<file path="config.mk">
export PLATFORM = sky130hd
export DESIGN_NAME = dcvi_top
export DESIGN_NICKNAME = d
export VERILOG_FILES = /design/src/rtl/dcvi_pkg.sv /design/src/rtl/dcvi_sync.sv /design/src/rtl/dcvi_req_map.sv /design/src/rtl/dcvi_top.sv
export SDC_FILE = /design/constraint.sdc
export NUM_CORES = 1
export LEC_CHECK = 0
export BUFFER_PORTS_ARGS = -buffer_cell sky130_fd_sc_hd__buf_2
export CAP_MARGIN = 20
export CORE_AREA = 2 2 76 78
export CTS_CLUSTER_SIZE = 40
export DETAILED_ROUTE_END_ITERATION = 10
export DIE_AREA = 0 0 78 80
export PLACE_DENSITY_LB_ADDON = 0.3
export SETUP_SLACK_MARGIN = 0.5
export SLEW_MARGIN = 20
export SYNTH_ARGS = -nofsm -noshare
export SYNTH_HDL_FRONTEND = slang
export SYNTH_SLANG_ARGS = --single-unit
</file>
<file path="constraint.sdc">
create_clock -name ref_clk_in -period 4.2 [get_ports ref_clk_in]
set_input_delay 0.42 -clock ref_clk_in [delete_from_list [all_inputs] [get_ports ref_clk_in]]
set_output_delay 0.42 -clock ref_clk_in [all_outputs]
set_load 0.05 [all_outputs]
</file>
<file path="src/rtl/dcvi_pkg.sv">
// Notes on behaviour
// - Every request drives the lowest line plus the configured level line.
// - Level 7 devices also drive the level 6 line.
// - Request only when a device condition holds and interrupt enable is set.
// - Request lines stay asserted until the request is acknowledged.
// - A non-requesting device passes the acknowledge down the chain.
// - Level 4 watches 5 and 6, level 5 watches 6, level 6 watches 7.
// - With no higher line active, a block flop on the strobe edge withholds the chain.
// - With a higher line active, the requester drops out and forwards the acknowledge.
// - A single-level requester blocks on the strobe edge without checking lines.
// - Strobe and acknowledge together make the winner reply and drive its vector.
// - The vector is settled no later than 125 ns after reply.
// - After strobe release the device drops reply and removes the vector within 100 ns.
// - Reply comes no later than 10 us after the acknowledge arrives.
// - The vector is hardware fixed below octal 001000 and names a word pair.
// - Of the requesters that block, the one nearest the processor on the chain wins.
`default_nettype none
package dcvi_pkg;
   localparam int          CLK_MHZ          = 200;
   localparam int          VEC_SETTLE_NS    = 125;
   localparam int          VEC_SETTLE_CYC   = (VEC_SETTLE_NS * CLK_MHZ) / 1000;
   localparam int          VEC_REMOVE_NS    = 100;
   localparam int          VEC_REMOVE_CYC   = (VEC_REMOVE_NS * CLK_MHZ) / 1000;
   localparam int          REPLY_MAX_US     = 10;
   localparam int          REPLY_MAX_CYC    = REPLY_MAX_US * CLK_MHZ;
   localparam int          REPLY_CYC        = 4;
   localparam int          VEC_W            = 16;
   localparam logic [15:0] VEC_LIMIT        = 16'h0200;
   localparam logic [15:0] VEC_ALIGN_MASK   = 16'h0003;
   localparam logic [1:0]  LVL_4            = 2'h0;
   localparam logic [1:0]  LVL_5            = 2'h1;
   localparam logic [1:0]  LVL_6            = 2'h2;
   localparam logic [1:0]  LVL_7            = 2'h3;
   localparam int          IRQ_W            = 4;
   localparam int          IDX_L4           = 0;
   localparam int          IDX_L5           = 1;
   localparam int          IDX_L6           = 2;
   localparam int          IDX_L7           = 3;
   typedef enum logic [2:0] {ST_IDLE, ST_REQ, ST_PASS, ST_WON, ST_REPLY, ST_DONE} dcvi_state_t;
endpackage : dcvi_pkg
`default_nettype wire

</file>
<file path="src/rtl/dcvi_sync.sv">
`timescale 1ns/1ps
`default_nettype none
module dcvi_sync #(
   parameter int W = 1
) (
   input  wire logic         ref_clk_in,
   input  wire logic         rst_in,
   input  wire logic         ce_in,
   input  wire logic [W-1:0] d_in,
   output logic      [W-1:0] q_out
);
   logic [W-1:0] s1_r;
   logic [W-1:0] s1_nxt;
   logic [W-1:0] s2_r;
   logic [W-1:0] s2_nxt;
   always_comb begin
      s1_nxt = ce_in ? d_in : s1_r;
      s2_nxt = ce_in ? s1_r : s2_r;
   end
   always_ff @(posedge ref_clk_in) begin
      if (rst_in) begin
         s1_r <= '0;
         s2_r <= '0;
      end else begin
         s1_r <= s1_nxt;
         s2_r <= s2_nxt;
      end
   end
   assign q_out = s2_r;
endmodule : dcvi_sync
`default_nettype wire

</file>
<file path="src/rtl/dcvi_req_map.sv">
`timescale 1ns/1ps
`default_nettype none
module dcvi_req_map (
   input  wire logic                        active_in,
   input  wire logic [1:0]                  level_in,
   input  wire logic                        single_level_in,
   input  wire logic [dcvi_pkg::IRQ_W-1:0]  lines_seen_in,
   output logic      [dcvi_pkg::IRQ_W-1:0]  drive_out,
   output logic                             higher_out
);
   always_comb begin
      drive_out = '0;
      higher_out = 1'b0;
      if (active_in) begin
         drive_out[dcvi_pkg::IDX_L4] = 1'b1;
         case (level_in)
            dcvi_pkg::LVL_5: drive_out[dcvi_pkg::IDX_L5] = 1'b1;
            dcvi_pkg::LVL_6: drive_out[dcvi_pkg::IDX_L6] = 1'b1;
            dcvi_pkg::LVL_7: begin
               drive_out[dcvi_pkg::IDX_L6] = 1'b1;
               drive_out[dcvi_pkg::IDX_L7] = 1'b1;
            end
            default: ;
         endcase
      end
      if (!single_level_in) begin
         case (level_in)
            dcvi_pkg::LVL_4: higher_out = lines_seen_in[dcvi_pkg::IDX_L5] | lines_seen_in[dcvi_pkg::IDX_L6];
            dcvi_pkg::LVL_5: higher_out = lines_seen_in[dcvi_pkg::IDX_L6];
            dcvi_pkg::LVL_6: higher_out = lines_seen_in[dcvi_pkg::IDX_L7];
            default:         higher_out = 1'b0;
         endcase
      end
   end
endmodule : dcvi_req_map
`default_nettype wire

</file>
<file path="src/rtl/dcvi_top.sv">
`timescale 1ns/1ps
`default_nettype none
module dcvi_top #(
   parameter int          REPLY_MAX_CYC_P = dcvi_pkg::REPLY_MAX_CYC,
   parameter logic [15:0] VECTOR_P        = 16'h0100
) (
   input  wire logic                       ref_clk_in,
   input  wire logic                       rst_in,
   input  wire logic                       ce_in,
   input  wire logic                       cond_ready_in,
   input  wire logic                       cond_done_in,
   input  wire logic                       cond_error_in,
   input  wire logic                       int_enable_in,
   input  wire logic [1:0]                 level_in,
   input  wire logic                       single_level_in,
   input  wire logic [dcvi_pkg::IRQ_W-1:0] irq_lines_in,
   input  wire logic                       data_input_strobe_in,
   input  wire logic                       ack_chain_in,
   output logic      [dcvi_pkg::IRQ_W-1:0] irq_line_oe_out,
   output logic                            ack_chain_out,
   output logic                            slave_reply_oe_out,
   output logic      [dcvi_pkg::VEC_W-1:0] dal_out,
   output logic                            dal_oe_out,
   output logic                            reply_late_out
);
   // -----------------------------------------------------------
   // Input synchronisation
   // -----------------------------------------------------------
   logic [dcvi_pkg::IRQ_W-1:0] lines_s;
   logic                       din_s;
   logic                       aki_s;
   dcvi_sync #(.W(dcvi_pkg::IRQ_W + 2)) u_sync (
      .ref_clk_in (ref_clk_in),
      .rst_in     (rst_in),
      .ce_in      (ce_in),
      .d_in       ({irq_lines_in, data_input_strobe_in, ack_chain_in}),
      .q_out      ({lines_s, din_s, aki_s})
   );

   // -----------------------------------------------------------
   // Request mapping
   // -----------------------------------------------------------
   logic                       active_s;
   logic [dcvi_pkg::IRQ_W-1:0] drive_s;
   logic                       higher_s;
   dcvi_req_map u_map (
      .active_in       (active_s),
      .level_in        (level_in),
      .single_level_in (single_level_in),
      .lines_seen_in   (lines_s),
      .drive_out       (drive_s),
      .higher_out      (higher_s)
   );

   // -----------------------------------------------------------
   // Interrupt condition
   // -----------------------------------------------------------
   logic                       cond_s;
   always_comb begin
      cond_s = (cond_ready_in | cond_done_in | cond_error_in) & int_enable_in;
   end

   // -----------------------------------------------------------
   // Request and arbitration state
   // -----------------------------------------------------------
   dcvi_pkg::dcvi_state_t      state_r;
   dcvi_pkg::dcvi_state_t      state_nxt;
   logic                       block_r;
   logic                       block_nxt;
   logic                       din_d_r;
   logic                       din_d_nxt;
   logic [15:0]                wait_r;
   logic [15:0]                wait_nxt;
   logic                       din_rise;
   logic                       wins_arb;

   always_comb begin
      din_rise  = din_s & ~din_d_r;
      wins_arb  = single_level_in | ~higher_s;
      state_nxt = state_r;
      block_nxt = block_r;
      din_d_nxt = din_s;
      wait_nxt  = wait_r;
      case (state_r)
         dcvi_pkg::ST_IDLE: begin
            block_nxt = 1'b0;
            if (cond_s) begin
               state_nxt = dcvi_pkg::ST_REQ;
            end
         end
         dcvi_pkg::ST_REQ: begin
            if (din_rise && wins_arb) begin
               block_nxt = 1'b1;
            end else if (!din_s) begin
               block_nxt = 1'b0;
            end
            if (aki_s && din_s) begin
               if (block_r) begin
                  state_nxt = dcvi_pkg::ST_WON;
                  wait_nxt  = 16'h0000;
               end else begin
                  state_nxt = dcvi_pkg::ST_PASS;
               end
            end
         end
         dcvi_pkg::ST_PASS: begin
            if (!din_s) begin
               state_nxt = dcvi_pkg::ST_REQ;
            end
         end
         dcvi_pkg::ST_WON: begin
            wait_nxt = wait_r + 16'h0001;
            if (wait_r == 16'(dcvi_pkg::REPLY_CYC - 1)) begin
               state_nxt = dcvi_pkg::ST_REPLY;
            end
         end
         dcvi_pkg::ST_REPLY: begin
            if (!din_s) begin
               state_nxt = dcvi_pkg::ST_DONE;
            end
         end
         dcvi_pkg::ST_DONE: begin
            // withdraw after the vector is taken
            block_nxt = 1'b0;
            state_nxt = dcvi_pkg::ST_IDLE;
         end
         default: begin
            state_nxt = dcvi_pkg::ST_IDLE;
            block_nxt = 1'b0;
         end
      endcase
      if (!ce_in) begin
         state_nxt = state_r;
         block_nxt = block_r;
         din_d_nxt = din_d_r;
         wait_nxt  = wait_r;
      end
   end

   always_ff @(posedge ref_clk_in) begin
      if (rst_in) begin
         state_r <= dcvi_pkg::ST_IDLE;
         block_r <= 1'b0;
         din_d_r <= 1'b0;
         wait_r  <= 16'h0000;
      end else begin
         state_r <= state_nxt;
         block_r <= block_nxt;
         din_d_r <= din_d_nxt;
         wait_r  <= wait_nxt;
      end
   end

   // -----------------------------------------------------------
   // Bus outputs
   // -----------------------------------------------------------
   logic [dcvi_pkg::IRQ_W-1:0] oe_r;
   logic [dcvi_pkg::IRQ_W-1:0] oe_nxt;
   logic                       aco_r;
   logic                       aco_nxt;
   logic                       reply_r;
   logic                       reply_nxt;
   logic [dcvi_pkg::VEC_W-1:0] dal_r;
   logic [dcvi_pkg::VEC_W-1:0] dal_nxt;
   logic                       dal_oe_r;
   logic                       dal_oe_nxt;

   always_comb begin
      active_s   = (state_r == dcvi_pkg::ST_REQ) || (state_r == dcvi_pkg::ST_PASS) ||
                   (state_r == dcvi_pkg::ST_WON) || (state_r == dcvi_pkg::ST_REPLY);
      oe_nxt     = drive_s;
      // pass the acknowledge when not blocking
      aco_nxt    = aki_s & ~block_r & (state_r != dcvi_pkg::ST_WON) & (state_r != dcvi_pkg::ST_REPLY);
      reply_nxt  = (state_nxt == dcvi_pkg::ST_REPLY) & din_s & aki_s;
      dal_nxt    = reply_nxt ? VECTOR_P : '0;
      dal_oe_nxt = reply_nxt;
      if (!ce_in) begin
         oe_nxt     = oe_r;
         aco_nxt    = aco_r;
         reply_nxt  = reply_r;
         dal_nxt    = dal_r;
         dal_oe_nxt = dal_oe_r;
      end
   end

   always_ff @(posedge ref_clk_in) begin
      if (rst_in) begin
         oe_r     <= '0;
         aco_r    <= 1'b0;
         reply_r  <= 1'b0;
         dal_r    <= '0;
         dal_oe_r <= 1'b0;
      end else begin
         oe_r     <= oe_nxt;
         aco_r    <= aco_nxt;
         reply_r  <= reply_nxt;
         dal_r    <= dal_nxt;
         dal_oe_r <= dal_oe_nxt;
      end
   end

   assign irq_line_oe_out    = oe_r;
   assign ack_chain_out      = aco_r;
   assign slave_reply_oe_out = reply_r;
   assign dal_out            = dal_r;
   assign dal_oe_out         = dal_oe_r;

   // -----------------------------------------------------------
   // Reply deadline watch
   // -----------------------------------------------------------
   logic [15:0]                resp_cnt_r;
   logic [15:0]                resp_cnt_nxt;
   logic                       late_r;
   logic                       late_nxt;

   always_comb begin
      resp_cnt_nxt = (state_r == dcvi_pkg::ST_WON) ? resp_cnt_r + 16'h0001 : 16'h0000;
      late_nxt     = late_r | ((state_r == dcvi_pkg::ST_WON) && (resp_cnt_r >= 16'(REPLY_MAX_CYC_P)));
      if (!ce_in) begin
         resp_cnt_nxt = resp_cnt_r;
         late_nxt     = late_r;
      end
   end

   always_ff @(posedge ref_clk_in) begin
      if (rst_in) begin
         resp_cnt_r <= 16'h0000;
         late_r     <= 1'b0;
      end else begin
         resp_cnt_r <= resp_cnt_nxt;
         late_r     <= late_nxt;
      end
   end

   assign reply_late_out = late_r;

   // -----------------------------------------------------------
   // Assertions
   // -----------------------------------------------------------
   a_lowest_line_on: assert property (
      @(posedge ref_clk_in) disable iff (rst_in)
      (|irq_line_oe_out) |-> irq_line_oe_out[dcvi_pkg::IDX_L4])
      else $error("request without lowest line");

   a_lvl7_adds_six: assert property (
      @(posedge ref_clk_in) disable iff (rst_in)
      irq_line_oe_out[dcvi_pkg::IDX_L7] |-> irq_line_oe_out[dcvi_pkg::IDX_L6])
      else $error("level 7 request without level 6 line");

   a_req_needs_cond: assert property (
      @(posedge ref_clk_in) disable iff (rst_in)
      (state_r == dcvi_pkg::ST_IDLE) ##1 (state_r == dcvi_pkg::ST_REQ) |->
         $past(int_enable_in) && $past(cond_ready_in | cond_done_in | cond_error_in))
      else $error("request raised without enabled condition");

   a_lines_held: assert property (
      @(posedge ref_clk_in) disable iff (rst_in)
      ((state_r == dcvi_pkg::ST_REQ) || (state_r == dcvi_pkg::ST_PASS)) &&
         ($past(state_r) != dcvi_pkg::ST_IDLE) |-> (|irq_line_oe_out))
      else $error("request lines dropped before acknowledge");

   a_idle_passes_ack: assert property (
      @(posedge ref_clk_in) disable iff (rst_in)
      (state_r == dcvi_pkg::ST_IDLE) && aki_s && ce_in |=> ack_chain_out)
      else $error("idle device did not pass acknowledge");

   a_blocked_no_ack: assert property (
      @(posedge ref_clk_in) disable iff (rst_in)
      $past(block_r) && $past(ce_in) |-> !ack_chain_out)
      else $error("blocked device forwarded acknowledge");

   a_reply_vector: assert property (
      @(posedge ref_clk_in) disable iff (rst_in)
      slave_reply_oe_out |-> dal_oe_out && (dal_out == VECTOR_P))
      else $error("reply without vector on lines");

   a_vector_range: assert property (
      @(posedge ref_clk_in) disable iff (rst_in)
      slave_reply_oe_out |-> (dal_out < dcvi_pkg::VEC_LIMIT) &&
         ((dal_out & dcvi_pkg::VEC_ALIGN_MASK) == 16'h0000))
      else $error("vector outside low range or misaligned");

   a_reply_released: assert property (
      @(posedge ref_clk_in) disable iff (rst_in)
      $fell(din_s) && ce_in |=> !slave_reply_oe_out && !dal_oe_out)
      else $error("reply or vector held after strobe release");

   a_reply_not_late: assert property (
      @(posedge ref_clk_in) disable iff (rst_in)
      !reply_late_out)
      else $error("reply deadline exceeded");
endmodule : dcvi_top
`default_nettype wire

</file>
Word-level counts from Yosys, hierarchy flattened
Index checks and enable logic that the tools add are counted. Widths: inputs -> output; s select.

Bits in registers: 72. Logic and storage cells: 80. Memory bits (writable): 0. Latch bits: 0. Memory bits (read-only): 0. Memories: 0.

Magnitude comparators: 1. $mul: 0. Shift operators: 0. Mux-type cells: 22. Bitwise gates (word level): 16. Add/sub/neg operators: 2. Div/mod/pow operators: 0. Eq/ne operators: 14. Reductions and logical operators: 13.

Operators by type and width (number): $mux 16 (3); $add 16x1->16 const B (2); $pmux 16 s2 (1); $mux 3 (6); $eq 16x2->1 const B (1); $ge 16x11->1 const B (1); $pmux 3 s5 (1); $mux 9 (1); $and 1x1->1 (7); $mux 1 (7); $eq 3x2->1 const B (2); $eq 3x3->1 const B (2); $ne 3x3->1 const B (2); $or 1x1->1 (5); $eq 2x2->1 const B (2); $mux 4 (1); $ne 2x2->1 const B (2); $not 1->1 (4); $reduce_and 4->1 (1); $eq 3x1->1 const B (1); $logic_and 1x1->1 (3); $logic_not 3->1 (1); $logic_or 1x1->1 (3); $ne 3x2->1 const B (1); other kinds (8) (8).

Depth between registers and ports, before layout
Depth after elaboration: 10. Mapped depth: 6. Mapped depth without buffers: 5.

Hierarchy
Synthesis repeated with hierarchy kept, for this count alone.

Cells, all modules: 322. Area, all modules: 2812.7 um2.

Modules (own cells, without submodules): dcvi_top (times used 1, area each 2331.0 um2, cells an instance 275, seq. area each 880.8 um2); dcvi_sync (times used 1, area each 420.4 um2, cells an instance 38, seq. area each 240.2 um2); dcvi_req_map (times used 1, area each 61.3 um2, cells an instance 9, seq. area each 0.0 um2).

Worst setup path before layout
OpenSTA, ideal clock, no wires.

Kind: input-to-reg. Start: in ce_in. End: reg wait_r[14]. Stages: 6. Path slack: 2.376 ns. Arrival: 1.753 ns. Path buffers: 2. Path through: buf_4 > nand3b_2 > or3_1 > buf_2 > or4_1 > a21oi_1.

Word-level cells in the longest chain between the ends: 1.

RTL lines: start: declaration (RTL line dcvi_top.sv:9) `input wire logic ce_in,`; $reduce_and 4->1 (no line); end signal: assignment (RTL line dcvi_top.sv:150) `wait_r <= wait_nxt;`; end: declaration (RTL line dcvi_top.sv:72) `logic [15:0] wait_r;`.

No other way between the ends. A chain may end at the register's enable or synchronous reset.

==> results.sh <==
export IMPL_synth_most_common_cell="dfxtp_1"
export IMPL_powerDensity_nw_per_um2=328
export IMPL_status="completed"
export IMPL_drv_cap=0
export IMPL_cp_arrival_ns=2.34
export IMPL_cp_depth=4
export IMPL_maxSlewViolCount=0
export IMPL_pin_count=40
export IMPL_rows=27
export IMPL_overflow=0
export IMPL_total_power_uw=924
export IMPL_htreeDepth=2
export IMPL_clk_pin_slew_ns=0.09
export IMPL_yosysTopAreaCell="dfxtp_1"
export IMPL_p_leak_uw=0.00103
export IMPL_seq_area_frac_synth_pct=40.6
export IMPL_register_area_um2=1080
export IMPL_start_util_pct=49.2
export IMPL_max_freq_mhz=459
export IMPL_coreArea_um2=5410
export IMPL_max_stage_delay_ns=0.92
export IMPL_synthArstFlopShare_pct=0
export IMPL_hold_ws_ns=0.344
export IMPL_antenna_found_initial=0
export IMPL_r2r_cells=4
export IMPL_syn_cell_area_um2=2660
export IMPL_multi_input_area_um2=1400
export IMPL_max_slew_margin_pct=28.6
export IMPL_drc=0
export IMPL_drtAntennaViolNets=0
export IMPL_dpl_hpwl_um=3620
export IMPL_avgSynthCellArea_um2=8.53
export IMPL_via_count=2214
export IMPL_synth_edf_count=0
export IMPL_cts_tree="yes"
export IMPL_fill_cells=532
export IMPL_synth_common_cells="dfxtp_1 (54), nor2_1 (42), buf_4 (19)"
export IMPL_end_kind="register"
export IMPL_fin_nets=342
export IMPL_ir_worst_vdd_mv=0.226
export IMPL_post_route_cell_area_um2=2820
export IMPL_postSynthCellCount=312
export IMPL_critPathKind="in -> reg"
export IMPL_port_buffers=23
export IMPL_drt_total_wl_um=5190
export IMPL_hp_class="in -> reg"
export IMPL_fin_tns_setup_ns=0
export IMPL_drive_above_1_share_pct=11.7
export IMPL_grt_max_degree=28
export IMPL_path_max_fanout=27
export IMPL_grt_pass1_vias=1946
export IMPL_wl_per_cell_um=13.1
export IMPL_min_period_ns=2.18
export IMPL_die_area_um2=6240
export IMPL_ctsHoldBuffers=0
export IMPL_fin_ws_ns=2.02
export IMPL_tightestPinTransition_ns=1.06
export IMPL_holdPathStages=3
export IMPL_cp_slowest_cell="o21ai_1"
export IMPL_synth_area_top_cells="dfxtp_1 (41%), nor2_1 (5.9%), buf_4 (5.4%), mux2i_1 (4.9%), nand4_1 (3.3%)"
export IMPL_cts_repair_resized=0
export IMPL_antennaDiodeCount=0
export IMPL_place_congestion=0.824
export IMPL_fp_dieW_um=78
export IMPL_crit_path_cell_trace="buf_2 -> inv_1 -> o21ai_1 -> nor2_1"
export IMPL_grt_first_pass_wirelength_um=8960
export IMPL_pre_cts_ws_ns=1.61
export IMPL_die_h_um=80
export IMPL_critPathRequiredTime_ns=4.36
export IMPL_track_usage_pct=17.6
export IMPL_path_buf_inv=2
export IMPL_dpl_cell_area_um2=2720
export IMPL_dr_pass1_iters=4
export IMPL_ys_types=46
export IMPL_synth_ff_type="dfxtp_1"
export IMPL_ys_warn_count=0
export IMPL_cts_inserted_buffers=5
export IMPL_setup_viol=0
export IMPL_cts_sinks=54
export IMPL_clk_path_buf_depth=2
export IMPL_cpLargestDelayFamily="compound AO/OA/AOI/OAI gates"
export IMPL_ys_ff_latch=54
export IMPL_cts_root_buf="clkbuf_8"
export IMPL_area_growth_pct=5.92
export IMPL_rsz0062_at_grt="no"
export IMPL_vias_per_cell=5.59
export IMPL_finalHoldViolCount=0
export IMPL_finClkSkew_ns=0.00846
export IMPL_synth_top_area_share_pct=40.6
export IMPL_clock_latency_ns=0.31
export IMPL_post_cts_buffers=0
export IMPL_dr_first_iter_drc_count=76
export IMPL_finalCritPeriodShare_pct=51.8
export IMPL_cp_start_kind="input port"
-- through the flow --
step / std cells / util, %
after floorplan: 326 / -
after global placement: 388 / 50.3
after detailed placement: 388 / 50.3
after CTS: 396 / 52.1
after global routing: 396 / 52.2
final: 396 / 52.2
-- cell families after synthesis --
kind of cell               after synthesis  synth area share (%)
and+or+nand+nor                        129                  25.6
DFF                                     54                  40.6
AOI/OAI and AO/OA                       50                  12.2
muxes                                   13                  4.89
other                                    1                 0.141
adders and majority gates                3                  1.41
buffers and inverters                   43                  8.89
xor gates and xnor gates                19                  6.25
-- path summary, 6_finish.rpt --
check,endpoint,slack (ns),startpoint
setup / recovery,resp_cnt_r[2],2.02,ce_in
hold / removal,u_sync.s1_r[0],0.34,ack_chain_in
setup reg to reg,wait_r[14],2.09,state_r[0]
hold reg to reg,ack_chain_out,0.49,ack_chain_out
-- cell type report --
class / count / share of cell area, %
Inverter: 10 / 1.33
Clock inverter: 2 / 0.444
Timing Repair Buffer: 23 / 4.08
Multi-Input combinational cell: 229 / 49.7
Sequential cell: 54 / 38.3
Tap cell: 72 / 3.20
Clock buffer: 6 / 2.93
-- per-layer routing --
metal | vias up | global-route usage, % | part of all wire (%)
met1 | 1042 | 23.7 | 49
li1 | 1106 | - | -
met4 | 0 | 6.32 | 1.6
met2 | 58 | 27.8 | 45
met3 | 8 | 3.96 | 4.5
met5 | - | 0 | 0
-- cells in the final DEF, fill, tap and decap left out, drive strengths merged, types with 2 or more instances in the layout --
cell | Yosys | layout
mux2i | 13 | 13
a32oi | 2 | 2
a31o | 2 | 2
clkbuf | 11 | 6
nand2 | 14 | 14
and3 | 4 | 4
a2bb2oi | 2 | 2
buf | 22 | 23
ha | 3 | 3
xor2 | 10 | 10
nand3 | 15 | 15
conb | 1 | 15
nor4b | 3 | 3
o21ai | 12 | 12
inv | 10 | 10
or4 | 5 | 5
a21oi | 17 | 17
nand4 | 14 | 14
and4 | 5 | 5
nor3 | 7 | 7
o31ai | 4 | 4
nor2 | 42 | 42
or3 | 8 | 8
a31oi | 2 | 2
nor4 | 4 | 4
nand3b | 2 | 2
xnor2 | 9 | 9
dfxtp | 54 | 54
and3b | 2 | 2
-- worst register-to-register path, cell delays in order (launching register included) --
cell,delay [ns]
dfxtp_1,0.65
nand3b_2,0.23
or3_1,0.52
or4_1,0.49
a21oi_1,0.14
-- power by group --
group	switching [µW]	internal (µW)	total, µW
clock network	168	133	301
logic	66.5	23.3	89.8
registers	12.6	521	533
-- sequential cells by signal, summed over array words and instances, names as in the netlist --
signal / count
dal_out: 1
din_d_r: 1
u_sync.s1_r: 5
irq_line_oe_out: 4
ack_chain_out: 1
state_r: 3
reply_late_out: 1
resp_cnt_r: 16
block_r: 1
u_sync.q_out: 5
wait_r: 16
(Power assumes the default switching activity.)
